**config.mk**
```make
export PLATFORM = sky130hd
export DESIGN_NAME = shift_unit
export DESIGN_NICKNAME = d
export VERILOG_FILES = /design/src/rtl/shift_unit_pkg.sv /design/src/rtl/shift_step.sv /design/src/rtl/shift_unit.sv
export VERILOG_INCLUDE_DIRS = /design/src /design/src/rtl
export SDC_FILE = /design/constraint.sdc
export NUM_CORES = 1
export LEC_CHECK = 0
export BUFFER_PORTS_ARGS = -buffer_cell sky130_fd_sc_hd__buf_2
export CAP_MARGIN = 20
export CORE_MARGIN = 5
export CORE_UTILIZATION = 50
export DETAILED_ROUTE_END_ITERATION = 8
export GPL_TIMING_DRIVEN = 0
export PLACE_DENSITY = 0.7
export SLEW_MARGIN = 10
export SYNTH_ARGS = -nofsm -noshare
export SYNTH_HDL_FRONTEND = slang
export SYNTH_SLANG_ARGS = --single-unit
```
**constraint.sdc**
```tcl
create_clock -name clk_i -period 3.24 [get_ports clk_i]
set_input_delay 0.648 -clock clk_i [delete_from_list [all_inputs] [get_ports clk_i]]
set_output_delay 0.648 -clock clk_i [all_outputs]
set_load 0.05 [all_outputs]
```
**src/rtl/shift_unit_map.svh**
```systemverilog
// shifter offsets, field positions, reset values and timing counts
// assumes inclusion by the package and the design files; definitions only
`ifndef SHIFT_UNIT_MAP_SVH
`define SHIFT_UNIT_MAP_SVH

// apb register byte addresses
`define REG_CTRL      12'h000
`define REG_OPERAND   12'h004
`define REG_COUNT_LOW 12'h008
`define REG_ACC_HIGH  12'h00c
`define REG_RESULT    12'h010
`define REG_FLAGS     12'h014
`define REG_STATUS    12'h018

// control word fields
`define CTRL_GO_BIT     31
`define CTRL_MEM_BIT    30
`define CTRL_OPC_LSB    0
`define CTRL_MODRM_LSB  8
`define CTRL_IMM_LSB    16

// reg field codes
`define REGF_LEFT  3'h4
`define REGF_RIGHT 3'h7

// primary opcodes
`define OPC_B_ONE 8'hd0
`define OPC_W_ONE 8'hd1
`define OPC_B_CNT 8'hd2
`define OPC_W_CNT 8'hd3
`define OPC_B_IMM 8'hc0
`define OPC_W_IMM 8'hc1
`define OPC_LDFL  8'h9e

// flag bit positions
`define FLAG_CARRY 0
`define FLAG_PAR   2
`define FLAG_AUX   4
`define FLAG_ZERO  6
`define FLAG_SIGN  7
`define FLAG_OVF   11
`define FLAG_MASK  8'hd5

// cycle counts
`define CYC_ONE_REG 2
`define CYC_ONE_MEM 15
`define CYC_CNT_REG 5
`define CYC_CNT_MEM 17
`define CYC_LDFL    3

`define FLAGS_RESET 16'h0002
`endif

```
**src/rtl/shift_unit_pkg.sv**
```systemverilog
// types shared by the shifter files
// assumes the map header is on the include path
package shift_unit_pkg;
	`include "shift_unit_map.svh"
	typedef enum logic [2:0] {
		OP_NONE  = 3'b001,
		OP_LEFT  = 3'b010,
		OP_RIGHT = 3'b100
	} shift_op_type;
	typedef enum logic [2:0] {
		ST_IDLE = 3'b001,
		ST_BUSY = 3'b010,
		ST_DONE = 3'b100
	} exec_state_type;
endpackage
```
**src/rtl/shift_step.sv**
```systemverilog
// one shift step for shift_arith_left or shift_arith_right
// assumes a purely combinational use inside the shifter top
`timescale 1ns/1ps
module shift_step
	import shift_unit_pkg::*;
(
	input  wire logic [15:0] value_i,  // operand before this step
	input  wire logic        word_i,   // 1 = word, 0 = byte
	input  wire logic        right_i,  // 1 = arithmetic right
	input  wire logic        sign_i,   // original top bit
	output logic      [15:0] value_o,  // operand after this step
	output logic             out_bit_o // bit shifted out
);
	// msb is bit 7 or bit 15 by size
	always_comb begin
		value_o   = 16'h0000;
		out_bit_o = 1'b0;
		if (right_i) begin
			out_bit_o = value_i[0];
			if (word_i)
				value_o = {sign_i, value_i[15:1]};
			else
				value_o = {8'h00, sign_i, value_i[7:1]};
		end else begin
			out_bit_o = word_i ? value_i[15] : value_i[7];
			if (word_i)
				value_o = {value_i[14:0], 1'b0};
			else
				value_o = {8'h00, value_i[6:0], 1'b0};
		end
	end
endmodule // shift_step

```
**src/rtl/shift_unit.sv**
```systemverilog
// shift_arith_left / shift_arith_right / load_flags_from_acc_high unit with apb registers
// assumes an apb master on clk_i; operands come through registers, not memory
//
// Summary of operation
// - left shift is d0/d2/c0/d1/d3/c1 reg 4
// - arithmetic right is same opcodes reg 7
// - left step moves up, zero fills bottom
// - left step sends msb into carry_flag
// - count from immediate or count_register_low
// - only five low count bits used
// - zero count leaves all flags unchanged
// - single left shift: overflow = msb xor carry
// - right step refills top with original sign
// - right step sends lsb into carry_flag
// - right shift divides by two, floor
// - cycles 2/15 single, 5+n/17+n counted
// - flag load restores low flags from acc_high_byte
// - bits 7,6,4,2,0 loaded, mask d5
//
// Local design decisions: the address map and the APB interface to the registers.
`timescale 1ns/1ps
`include "shift_unit_map.svh"
module shift_unit
	import shift_unit_pkg::*;
#(
	parameter int COUNT_BITS = 5 // effective count width
)(
	input  wire logic        clk_i,
	input  wire logic        reset_i,
	input  wire logic        psel_i,
	input  wire logic        penable_i,
	input  wire logic        pwrite_i,
	input  wire logic [11:0] paddr_i,
	input  wire logic [31:0] pwdata_i,
	output logic      [31:0] prdata_o,
	output logic             pready_o,
	output logic             pslverr_o,
	output logic             busy_o
);
	// the step counter, the budget and the count masks are sized for five bits;
	// any other width would silently change how long counts wrap
	if (COUNT_BITS != 5) begin : g_count_check
		$error("count width must be five");
	end

	// decode result of an instruction word
	// anything outside the six shift opcodes with reg code 4 or 7 is not ours:
	// rotates and logical right shifts fall through to none
	function automatic shift_op_type decode_op(input logic [7:0] opc, input logic [2:0] regf);
		logic legal;
		legal = (opc == `OPC_B_ONE) || (opc == `OPC_W_ONE) || (opc == `OPC_B_CNT) ||
			(opc == `OPC_W_CNT) || (opc == `OPC_B_IMM) || (opc == `OPC_W_IMM);
		if (legal && regf == `REGF_LEFT)
			return OP_LEFT;
		else if (legal && regf == `REGF_RIGHT)
			return OP_RIGHT;
		return OP_NONE;
	endfunction

	// top bit of an operand: bit 7 for bytes, bit 15 for words
	function automatic logic top_bit(input logic [15:0] value, input logic word);
		return word ? value[15] : value[7];
	endfunction

	// writes to these while a command runs are dropped without an error;
	// software is expected to poll the status word before touching them
	// software-visible state
	logic [31:0]    ctrl_q, ctrl_d;         // last instruction word
	logic [15:0]    operand_q, operand_d;   // operand / result
	logic [7:0]     count_low_q, count_low_d;
	logic [7:0]     acc_high_q, acc_high_d;
	logic [15:0]    flags_q, flags_d;       // status flags word
	logic           illegal_q, illegal_d;   // last command not decoded
	// execution state
	exec_state_type state_q, state_d;
	shift_op_type   op_q, op_d;
	logic           word_q, word_d;
	logic           sign_q, sign_d;         // original msb
	logic [4:0]     steps_q, steps_d;       // shifts left to do
	logic [5:0]     wait_q, wait_d;         // cycles left beyond shifts
	logic           single_q, single_d;     // count came from the "1" form
	logic           ldfl_q, ldfl_d;         // flag load in flight
	logic [4:0]     eff_cnt_q, eff_cnt_d;

	// step datapath
	// one bit per clock keeps the cell tiny; the cycle budget already allows
	// n clocks for the steps, so a barrel shifter would buy nothing here
	logic [15:0] step_val;
	logic        step_bit;
	shift_step u_step (
		.value_i   (operand_q),
		.word_i    (word_q),
		.right_i   (op_q == OP_RIGHT),
		.sign_i    (sign_q),
		.value_o   (step_val),
		.out_bit_o (step_bit)
	);

	// apb: zero wait states, writes to any register dropped while busy, reads still served
	// unmapped addresses answer with pslverr and read as zero; mapped ones never
	// raise an error, even when a write is dropped for being busy
	wire apb_acc  = psel_i && penable_i;
	wire apb_wr   = apb_acc && pwrite_i;
	wire known    = (paddr_i == `REG_CTRL) || (paddr_i == `REG_OPERAND) ||
		(paddr_i == `REG_COUNT_LOW) || (paddr_i == `REG_ACC_HIGH) ||
		(paddr_i == `REG_RESULT) || (paddr_i == `REG_FLAGS) || (paddr_i == `REG_STATUS);
	assign pready_o  = 1'b1;
	assign pslverr_o = apb_acc && !known;
	assign busy_o    = (state_q != ST_IDLE);

	// instruction fields of an incoming command
	wire [7:0] w_opc  = pwdata_i[`CTRL_OPC_LSB +: 8];
	wire [2:0] w_regf = pwdata_i[`CTRL_MODRM_LSB + 3 +: 3];
	wire [7:0] w_imm  = pwdata_i[`CTRL_IMM_LSB +: 8];
	wire       w_mem  = pwdata_i[`CTRL_MEM_BIT];

	// cycle budget: a command spends n step cycles, then wait_q filler cycles,
	// then one done cycle in which the overflow flag or the flag load settles;
	// busy_o covers all of them, so its length is the whole instruction time
	// next-state logic for registers and execution
	always_comb begin
		logic        one_form;
		logic        imm_form;
		logic [4:0]  cnt;
		logic [5:0]  extra;
		shift_op_type dop;
		one_form    = 1'b0;
		imm_form    = 1'b0;
		cnt         = 5'h00;
		extra       = 6'h00;
		dop         = decode_op(w_opc, w_regf);
		ctrl_d      = ctrl_q;
		operand_d   = operand_q;
		count_low_d = count_low_q;
		acc_high_d  = acc_high_q;
		flags_d     = flags_q;
		illegal_d   = illegal_q;
		state_d     = state_q;
		op_d        = op_q;
		word_d      = word_q;
		sign_d      = sign_q;
		steps_d     = steps_q;
		wait_d      = wait_q;
		single_d    = single_q;
		ldfl_d      = ldfl_q;
		eff_cnt_d   = eff_cnt_q;
		unique case (state_q)
			ST_IDLE: begin
				// data registers writable only while idle
				if (apb_wr && paddr_i == `REG_OPERAND)
					operand_d = pwdata_i[15:0];
				if (apb_wr && paddr_i == `REG_COUNT_LOW)
					count_low_d = pwdata_i[7:0];
				if (apb_wr && paddr_i == `REG_ACC_HIGH)
					acc_high_d = pwdata_i[7:0];
				if (apb_wr && paddr_i == `REG_FLAGS)
					flags_d = pwdata_i[15:0];
				if (apb_wr && paddr_i == `REG_CTRL && pwdata_i[`CTRL_GO_BIT]) begin
					ctrl_d    = pwdata_i;
					illegal_d = 1'b0;
					one_form  = (w_opc == `OPC_B_ONE) || (w_opc == `OPC_W_ONE);
					imm_form  = (w_opc == `OPC_B_IMM) || (w_opc == `OPC_W_IMM);
					word_d    = w_opc[0]; // odd opcodes are word forms
					// the top three count bits are dropped, so 32 acts as 0
					if (one_form)
						cnt = 5'd1;
					else if (imm_form)
						cnt = w_imm[4:0];
					else
						cnt = count_low_q[4:0];
					if (w_opc == `OPC_LDFL) begin
						ldfl_d  = 1'b1;
						op_d    = OP_NONE;
						steps_d = 5'd0;
						wait_d  = 6'(`CYC_LDFL - 1);
						state_d = ST_BUSY;
					end else if (dop == OP_NONE) begin
						illegal_d = 1'b1; // unknown command: nothing happens
					end else begin
						op_d      = dop;
						ldfl_d    = 1'b0;
						single_d  = one_form;
						eff_cnt_d = cnt;
						steps_d   = cnt;
						sign_d    = top_bit(operand_q, w_opc[0]);
						// fixed part of the cycle budget; shifts add n more
						// the done cycle is inside this part, not on top of it
						if (one_form)
							extra = w_mem ? 6'(`CYC_ONE_MEM - 1) : 6'(`CYC_ONE_REG - 1);
						else
							extra = w_mem ? 6'(`CYC_CNT_MEM - 1) : 6'(`CYC_CNT_REG - 1);
						wait_d  = one_form ? 6'(extra - 6'd1) : extra;
						state_d = ST_BUSY;
					end
				end
			end
			ST_BUSY: begin
				if (steps_q != 5'd0) begin
					// one bit per cycle, carry keeps the last bit out
					operand_d = step_val;
					flags_d[`FLAG_CARRY] = step_bit;
					steps_d = steps_q - 5'd1;
					// the last step may close the budget too: single register form
					if (steps_q == 5'd1 && wait_q == 6'd0)
						state_d = ST_DONE;
				end else if (wait_q != 6'd0) begin
					wait_d = wait_q - 6'd1;
					// leave one cycle for the done state inside the budget
					if (wait_q == 6'd1)
						state_d = ST_DONE;
				end else begin
					state_d = ST_DONE;
				end
			end
			ST_DONE: begin
				if (ldfl_q) begin
					// bits 7,6,4,2,0 replace, others stay
					flags_d[7:0] = (flags_q[7:0] & ~`FLAG_MASK) |
						(acc_high_q & `FLAG_MASK);
				end else if (single_q || eff_cnt_q == 5'd1) begin
					// overflow is defined for one step only; longer shifts leave it
					if (op_q == OP_LEFT)
						flags_d[`FLAG_OVF] = top_bit(operand_q, word_q) ^
							flags_q[`FLAG_CARRY];
					else
						flags_d[`FLAG_OVF] = 1'b0;
				end
				// zero count: flags untouched, nothing shifted
				ldfl_d  = 1'b0;
				state_d = ST_IDLE;
			end
			default: state_d = ST_IDLE;
		endcase
	end

	// register the whole state
	// synchronous reset only: the flags come back as the fixed power-up word
	// and any command in flight is abandoned with the operand cleared to zero
	always_ff @(posedge clk_i) begin
		if (reset_i) begin
			ctrl_q      <= 32'h0000_0000;
			operand_q   <= 16'h0000;
			count_low_q <= 8'h00;
			acc_high_q  <= 8'h00;
			flags_q     <= `FLAGS_RESET;
			illegal_q   <= 1'b0;
			state_q     <= ST_IDLE;
			op_q        <= OP_NONE;
			word_q      <= 1'b0;
			sign_q      <= 1'b0;
			steps_q     <= 5'd0;
			wait_q      <= 6'd0;
			single_q    <= 1'b0;
			ldfl_q      <= 1'b0;
			eff_cnt_q   <= 5'd0;
		end else begin
			ctrl_q      <= ctrl_d;
			operand_q   <= operand_d;
			count_low_q <= count_low_d;
			acc_high_q  <= acc_high_d;
			flags_q     <= flags_d;
			illegal_q   <= illegal_d;
			state_q     <= state_d;
			op_q        <= op_d;
			word_q      <= word_d;
			sign_q      <= sign_d;
			steps_q     <= steps_d;
			wait_q      <= wait_d;
			single_q    <= single_d;
			ldfl_q      <= ldfl_d;
			eff_cnt_q   <= eff_cnt_d;
		end
	end

	// read data registered from the setup phase so it is a flop output
	// this costs no wait state; a write cycle leaves the last read data standing
	logic [31:0] rdata_q, rdata_d;
	always_comb begin
		rdata_d = rdata_q;
		if (psel_i && !penable_i && !pwrite_i) begin
			unique case (paddr_i)
				`REG_CTRL:      rdata_d = ctrl_q;
				`REG_OPERAND:   rdata_d = {16'h0000, operand_q};
				`REG_COUNT_LOW: rdata_d = {24'h000000, count_low_q};
				`REG_ACC_HIGH:  rdata_d = {24'h000000, acc_high_q};
				`REG_RESULT:    rdata_d = {16'h0000, operand_q};
				`REG_FLAGS:     rdata_d = {16'h0000, flags_q};
				`REG_STATUS:    rdata_d = {30'h0, illegal_q, busy_o};
				default:        rdata_d = 32'h0000_0000;
			endcase
		end
	end
	always_ff @(posedge clk_i) begin
		if (reset_i)
			rdata_q <= 32'h0000_0000;
		else
			rdata_q <= rdata_d;
	end
	assign prdata_o = rdata_q;
endmodule // shift_unit

```
# Yosys cells after proc, flatten, opt, wreduce, memory -nomap -nowiden
# Cells that the tools add are included.
dict set report totals {
  reg_bits 139
  output_inout_bits 35
  wordCells 177
  inputBits 49
}
dict set report classes {
  add_sub_neg 3
  eq_ne 38
  bitwise_logic 4
  n_reduce_logical 52
  muxes 61
}
# operator count
set ops {}
lappend ops {{case mux 32 bit (6 select lines)} 1}
lappend ops {{2-to-1 mux 16 bit} 5}
lappend ops {{2-to-1 mux 6 bit} 10}
lappend ops {{equality test 8 bit, second input constant} 7}
lappend ops {{2-to-1 mux 5 bit} 8}
lappend ops {{equality test 12 x 5 -> 1 bit, second input constant} 3}
lappend ops {{2-to-1 mux 3 bit} 12}
lappend ops {{case mux 16 bit (2 select lines)} 1}
lappend ops {{equality test 12 x 4 -> 1 bit, second input constant} 2}
lappend ops {{inequality test 2 bit, second input constant} 10}
lappend ops {{AND reduction 4 bit} 5}
lappend ops {{logical AND 1 bit} 14}
lappend ops {{2-to-1 mux 1 bit} 14}
lappend ops {{case mux 7 bit (2 select lines)} 1}
lappend ops {{logical OR 1 bit} 13}
lappend ops {{equality test 12 x 3 -> 1 bit, second input constant} 1}
lappend ops {{equality test 3 bit, second input constant} 4}
lappend ops {{logical NOT 12 bit} 1}
lappend ops {{2-to-1 mux 12 bit} 1}
lappend ops {{case mux 6 bit (2 select lines)} 1}
lappend ops {{AND reduction 3 bit} 4}
lappend ops {{subtractor 6 x 1 -> 6 bit, second input constant} 2}
lappend ops {{equality test 5 x 1 -> 1 bit, second input constant} 2}
lappend ops {{case mux 5 bit (2 select lines)} 1}
lappend ops {{other kinds (24)} 35}

# Longest topological paths before layout
dict set report depth {
  depth_word 21
  depth_mapped 10
  depth_no_buf 8
}

# Cells and area by module
# Synthesis repeated with hierarchy kept, for this count alone.
dict set report unflattened {
  cells_unflattened 823
  hier_area_um2 6841.6
}
# module n_inst area_per_inst_um2 cells_per_inst
set modules_own_cells {}
lappend modules_own_cells {shift_unit 1 6543.8 791}
lappend modules_own_cells {shift_step 1 297.8 32}

# Worst setup path before layout
# Ideal clock, no wire load.
dict set report synth_timing {
  kind {input to output}
  startpoint {in paddr_i[11]}
  endpoint {out pslverr_o}
  n_path_buf 1
  arrival_time_ns 1.811
  setup_slack_ns 0.781
  t_required_ns 2.592
  cell_stages 4
  cell_sequence {nor2_1 -> and3_1 -> buf_2 -> a21oi_1}
}
dict set report synth_via {
  elab_chain_len 9
  elab_cells_between_ends 15
}
# item line_no
set synth_lines {}
lappend synth_lines {{start, declared} shift_unit.sv:33} ;# input wire logic [11:0] paddr_i,
lappend synth_lines {{equality test 12 x 3 -> 1 bit / logical NOT 12 bit (equally long branches)} n/a}
lappend synth_lines {{logical OR 1 bit (5 in a row)} shift_unit.sv:104} ;# wire known = (paddr_i == `REG_CTRL) || (paddr_i == `REG_OPERAND) ||
lappend synth_lines {{logical OR 1 bit (*)} shift_unit.sv:104}
lappend synth_lines {{logical NOT 1 bit (*)} shift_unit.sv:108} ;# assign pslverr_o = apb_acc && !known;
lappend synth_lines {{logical AND 1 bit (*)} shift_unit.sv:108}
lappend synth_lines {{end, declared} shift_unit.sv:37} ;# output logic pslverr_o,
# Mark *: on every way between the ends. The rest lies on a longest branch, timed or not.

# Worst setup path in the final report
dict set report layout_timing {
  startpoint {in paddr_i[1]}
  endpoint {out pslverr_o}
}
# Same word-level chain as after synthesis.

==> flow_summary.yaml <==
routing:
  wl_met2_microns: 9750
  wire_per_inst_microns: 19.4
  wl_met3_microns: 1920
  drtPass1Iterations: 6
  via_per_inst: 6.04
  vias: 6698
  finalWirelength_microns: 21500
  wl_met1_microns: 9140
  drtAntennaViolNets: 0
  route.detailed.drc: 0
  drt_iter0_drc: 713
  highest_layer: "met4"
timing:
  layout_worst_path_cycle_share_pct: 81.0
  tightest_slew_ns: 0.858
  rsz0062_at_grt: "no"
  finalSetupViolCount: 0
  maxSlewViolCount: 0
  fmax_ghz: 0.381
  hold_ws_ns: 0.445
  relSlewSlack_pct: 42.5
  period_needed_ns: 2.63
  fin_ws_ns: 0.615
  hold_violations: 0
  finClkSkew_ns: 0.00687
  finalSetupTns_ns: 0
yosys:
  syn_area_sq_mm: 0.00682
  synth_top_cell_by_area: "dfxtp_1"
  yosys_most_used_dff: "dfxtp_1"
  synth-edff-count: 0
  async_reset_ff_share_pct: 0
  syn-instance-count: 824
  yosysTopAreaCellShare_pct: 40.5
  yosysWarnings: 0
  syn-num-nets: 884
  ys_seq_area_share_pct: 40.5
  syn_avg_cell_area_sq_um: 8.28
  synthTopCellsByArea: "dfxtp_1 (41%), nand2_1 (8.1%), a21oi_1 (7.3%)"
  synth-seq-cells: 138
  yosysMostFrequentCell: "nand2_1"
  synthTopCellsByCount: "nand2_1 (147), dfxtp_1 (138), a21oi_1 (100), nor2_1 (62), mux2i_1 (39)"
  synth_cell_types: 72
clock_network:
  clk_path_buf_depth: 2
  cts.reportedPaths.clkPinSlew_ns: 0.05
  clkLatencyLatePin_ns: 0.43
  holdBufCountCts: 0
  cts_buffers: 17
  htreeDepth: 4
  cts.sinks: 138
  cts_tree: "built"
  postCtsSetupBuffers: 0
  cts_resized: 0
  cts_root_buffer: "clkbuf_16"
final_layout:
  drive_gt1_share_pct: 17.6
  nets: 980
  final-seq-area_sq_mm: 0.00276
  syn2layout_area_growth_pct: 17.6
  fill_cells: 1243
  fin_cells: 1109
  final_cell_area_sq_mm: 0.00802
  diodes: 0
  multiInputGateArea_sq_mm: 0.00372
worst_setup_path:
  rrSetupSlack_ns: 0.73
  cp_slowest_stage_delay_ns: 0.40
  r2r_end: "operand_q[14]"
  cpMaxStageDelayCell: "nor4_4"
  r2r_cells: 6
  r2r-start: "state_q[2]"
  end_kind: "output pin"
  cp_max_fo: 10
  crit_path_cell_trace: "buf_2 -> nor4_4 -> and3_1 -> buf_2 -> a21oi_1 -> buf_2"
  required_ns: 2.59
  worstSetupPathType: "in2out"
  start_kind: "input port"
  cp.arrival_ns: 1.98
  cp_common_cell: "buf_2"
grt:
  grt.overflow.total: 0
  track_usage_pct: 26.3
  antenna_found_initial: 0
  grt_pass1_vias: 6316
  grt_first_pass_wirelength_microns: 33700
  grt_max_degree: 17
floorplanning:
  die_h_microns: 127
  initial_utilization_pct: 51.3
  row_count: 42
  dieWidth_microns: 127
  core_area_sq_mm: 0.0133
  dieArea_sq_mm: 0.0161
  ios: 84
status:
  status: "complete, no violations"
placement:
  dpl.cell_count: 1077
  placed_area_sq_mm: 0.00743
  hpwl_microns: 15600
  io_buffers: 77
  pre_cts_slack_ns: 0.399
  gp_congestion: 0.943
worst_hold_path:
  worstHoldStart: "prdata_o[22]"
  hold_depth: 2
  hold_end: "prdata_o[22]"
  hold_class: "reg2reg"
power_and_ir_drop:
  leakagePower_uw: 0.00284
  power_density_mw_per_mm2: 477
  ir_worst_vdd_mv: 0.350
job:
  maxCapViolations: 0
-- layout make-up --
| class | instances | area share, % |
|---|---|---|
| clock inverter | 7 | 1.09 |
| sequential | 138 | 34.5 |
| inverter | 17 | 0.796 |
| multi-input combinational | 609 | 46.3 |
| timing repair buffer | 77 | 4.81 |
| clock buffer | 25 | 6.30 |
| buffer | 60 | 3.46 |
| tap | 176 | 2.75 |
-- cell families after synthesis --
group           synth area share (%)
simple gates                    23.3
compound gates                  21.7
flops                           40.5
buf+inv                         5.01
mux                             6.71
fa+ha+maj                       2.02
xor+xnor                       0.770
other cells                   0.0550
-- placed cells by master (no fill, tap or decap), drive strengths merged, types with 5 or more instances in the layout --
cell    netlist  final
nand2       147    147
dfxtp       138    138
a21oi       100    100
buf          22     99
nor2         63     63
clkbuf       38     63
mux2i        39     39
nand3        35     35
o21ai        33     33
a211oi       19     19
inv          17     17
nor3         16     16
ha           11     11
a221oi       10     10
nor3b        10     10
and3          9      9
a222oi        9      9
nor4          9      9
nand4         8      8
mux2          6      6
xnor2         6      6
a21o          5      5
a31oi         5      5
o31ai         5      5
-- layer usage --
layer / track usage, % / vias to the layer above
li1: - / 3168
met1: 35.3 / 3158
met5: 0 / -
met4: 11.4 / 0
met2: 40.6 / 323
met3: 6.14 / 49
-- through the flow --
step                      utilization [%]  total power (uW)
after floorplan                         -              1840
after global placement               55.9              1920
after detailed placement             55.9              1920
after CTS                            60.3              3840
after global routing                 60.3              3950
final                                60.3              3830
-- state kept, by name (all words and copies together) (netlist names) --
signal and count:
acc_high_q 8, prdata_o 32, eff_cnt_q 5, operand_q 16, steps_q 5, count_low_q 8
op_q 3, flags_q 16, wait_q 6, sign_q 1, state_q 3, ldfl_q 1
single_q 1, illegal_q 1, ctrl_q 32
-- worst max path at each step --
stage / from / to / slack, ns / depth (start not counted)
floorplan: paddr_i[11] / pslverr_o / 0.78 / 4
global placement: pwdata_i[2] / steps_q[3] / 0.40 / 7
detailed placement: paddr_i[2] / ctrl_q[8] / 0.40 / 7
CTS: paddr_i[1] / pslverr_o / 0.63 / 6
global route: paddr_i[1] / pslverr_o / 0.54 / 6
finish: paddr_i[1] / pslverr_o / 0.61 / 6
-- power by group --
part | internal [uW] | switching [uW]
logic | 53.8 | 140
registers | 1700 | 0.929
clock network | 1230 | 705
-- critical path, delay by kind of cell --
| family | cells | cell delay [ns] |
|---|---|---|
| AO/OA/AOI/OAI | 1 | 0.09 |
| AND/OR/NAND/NOR | 2 | 0.64 |
| buffers and inverters | 3 | 0.59 |
No activity file was read; power rests on OpenSTA's default activity.
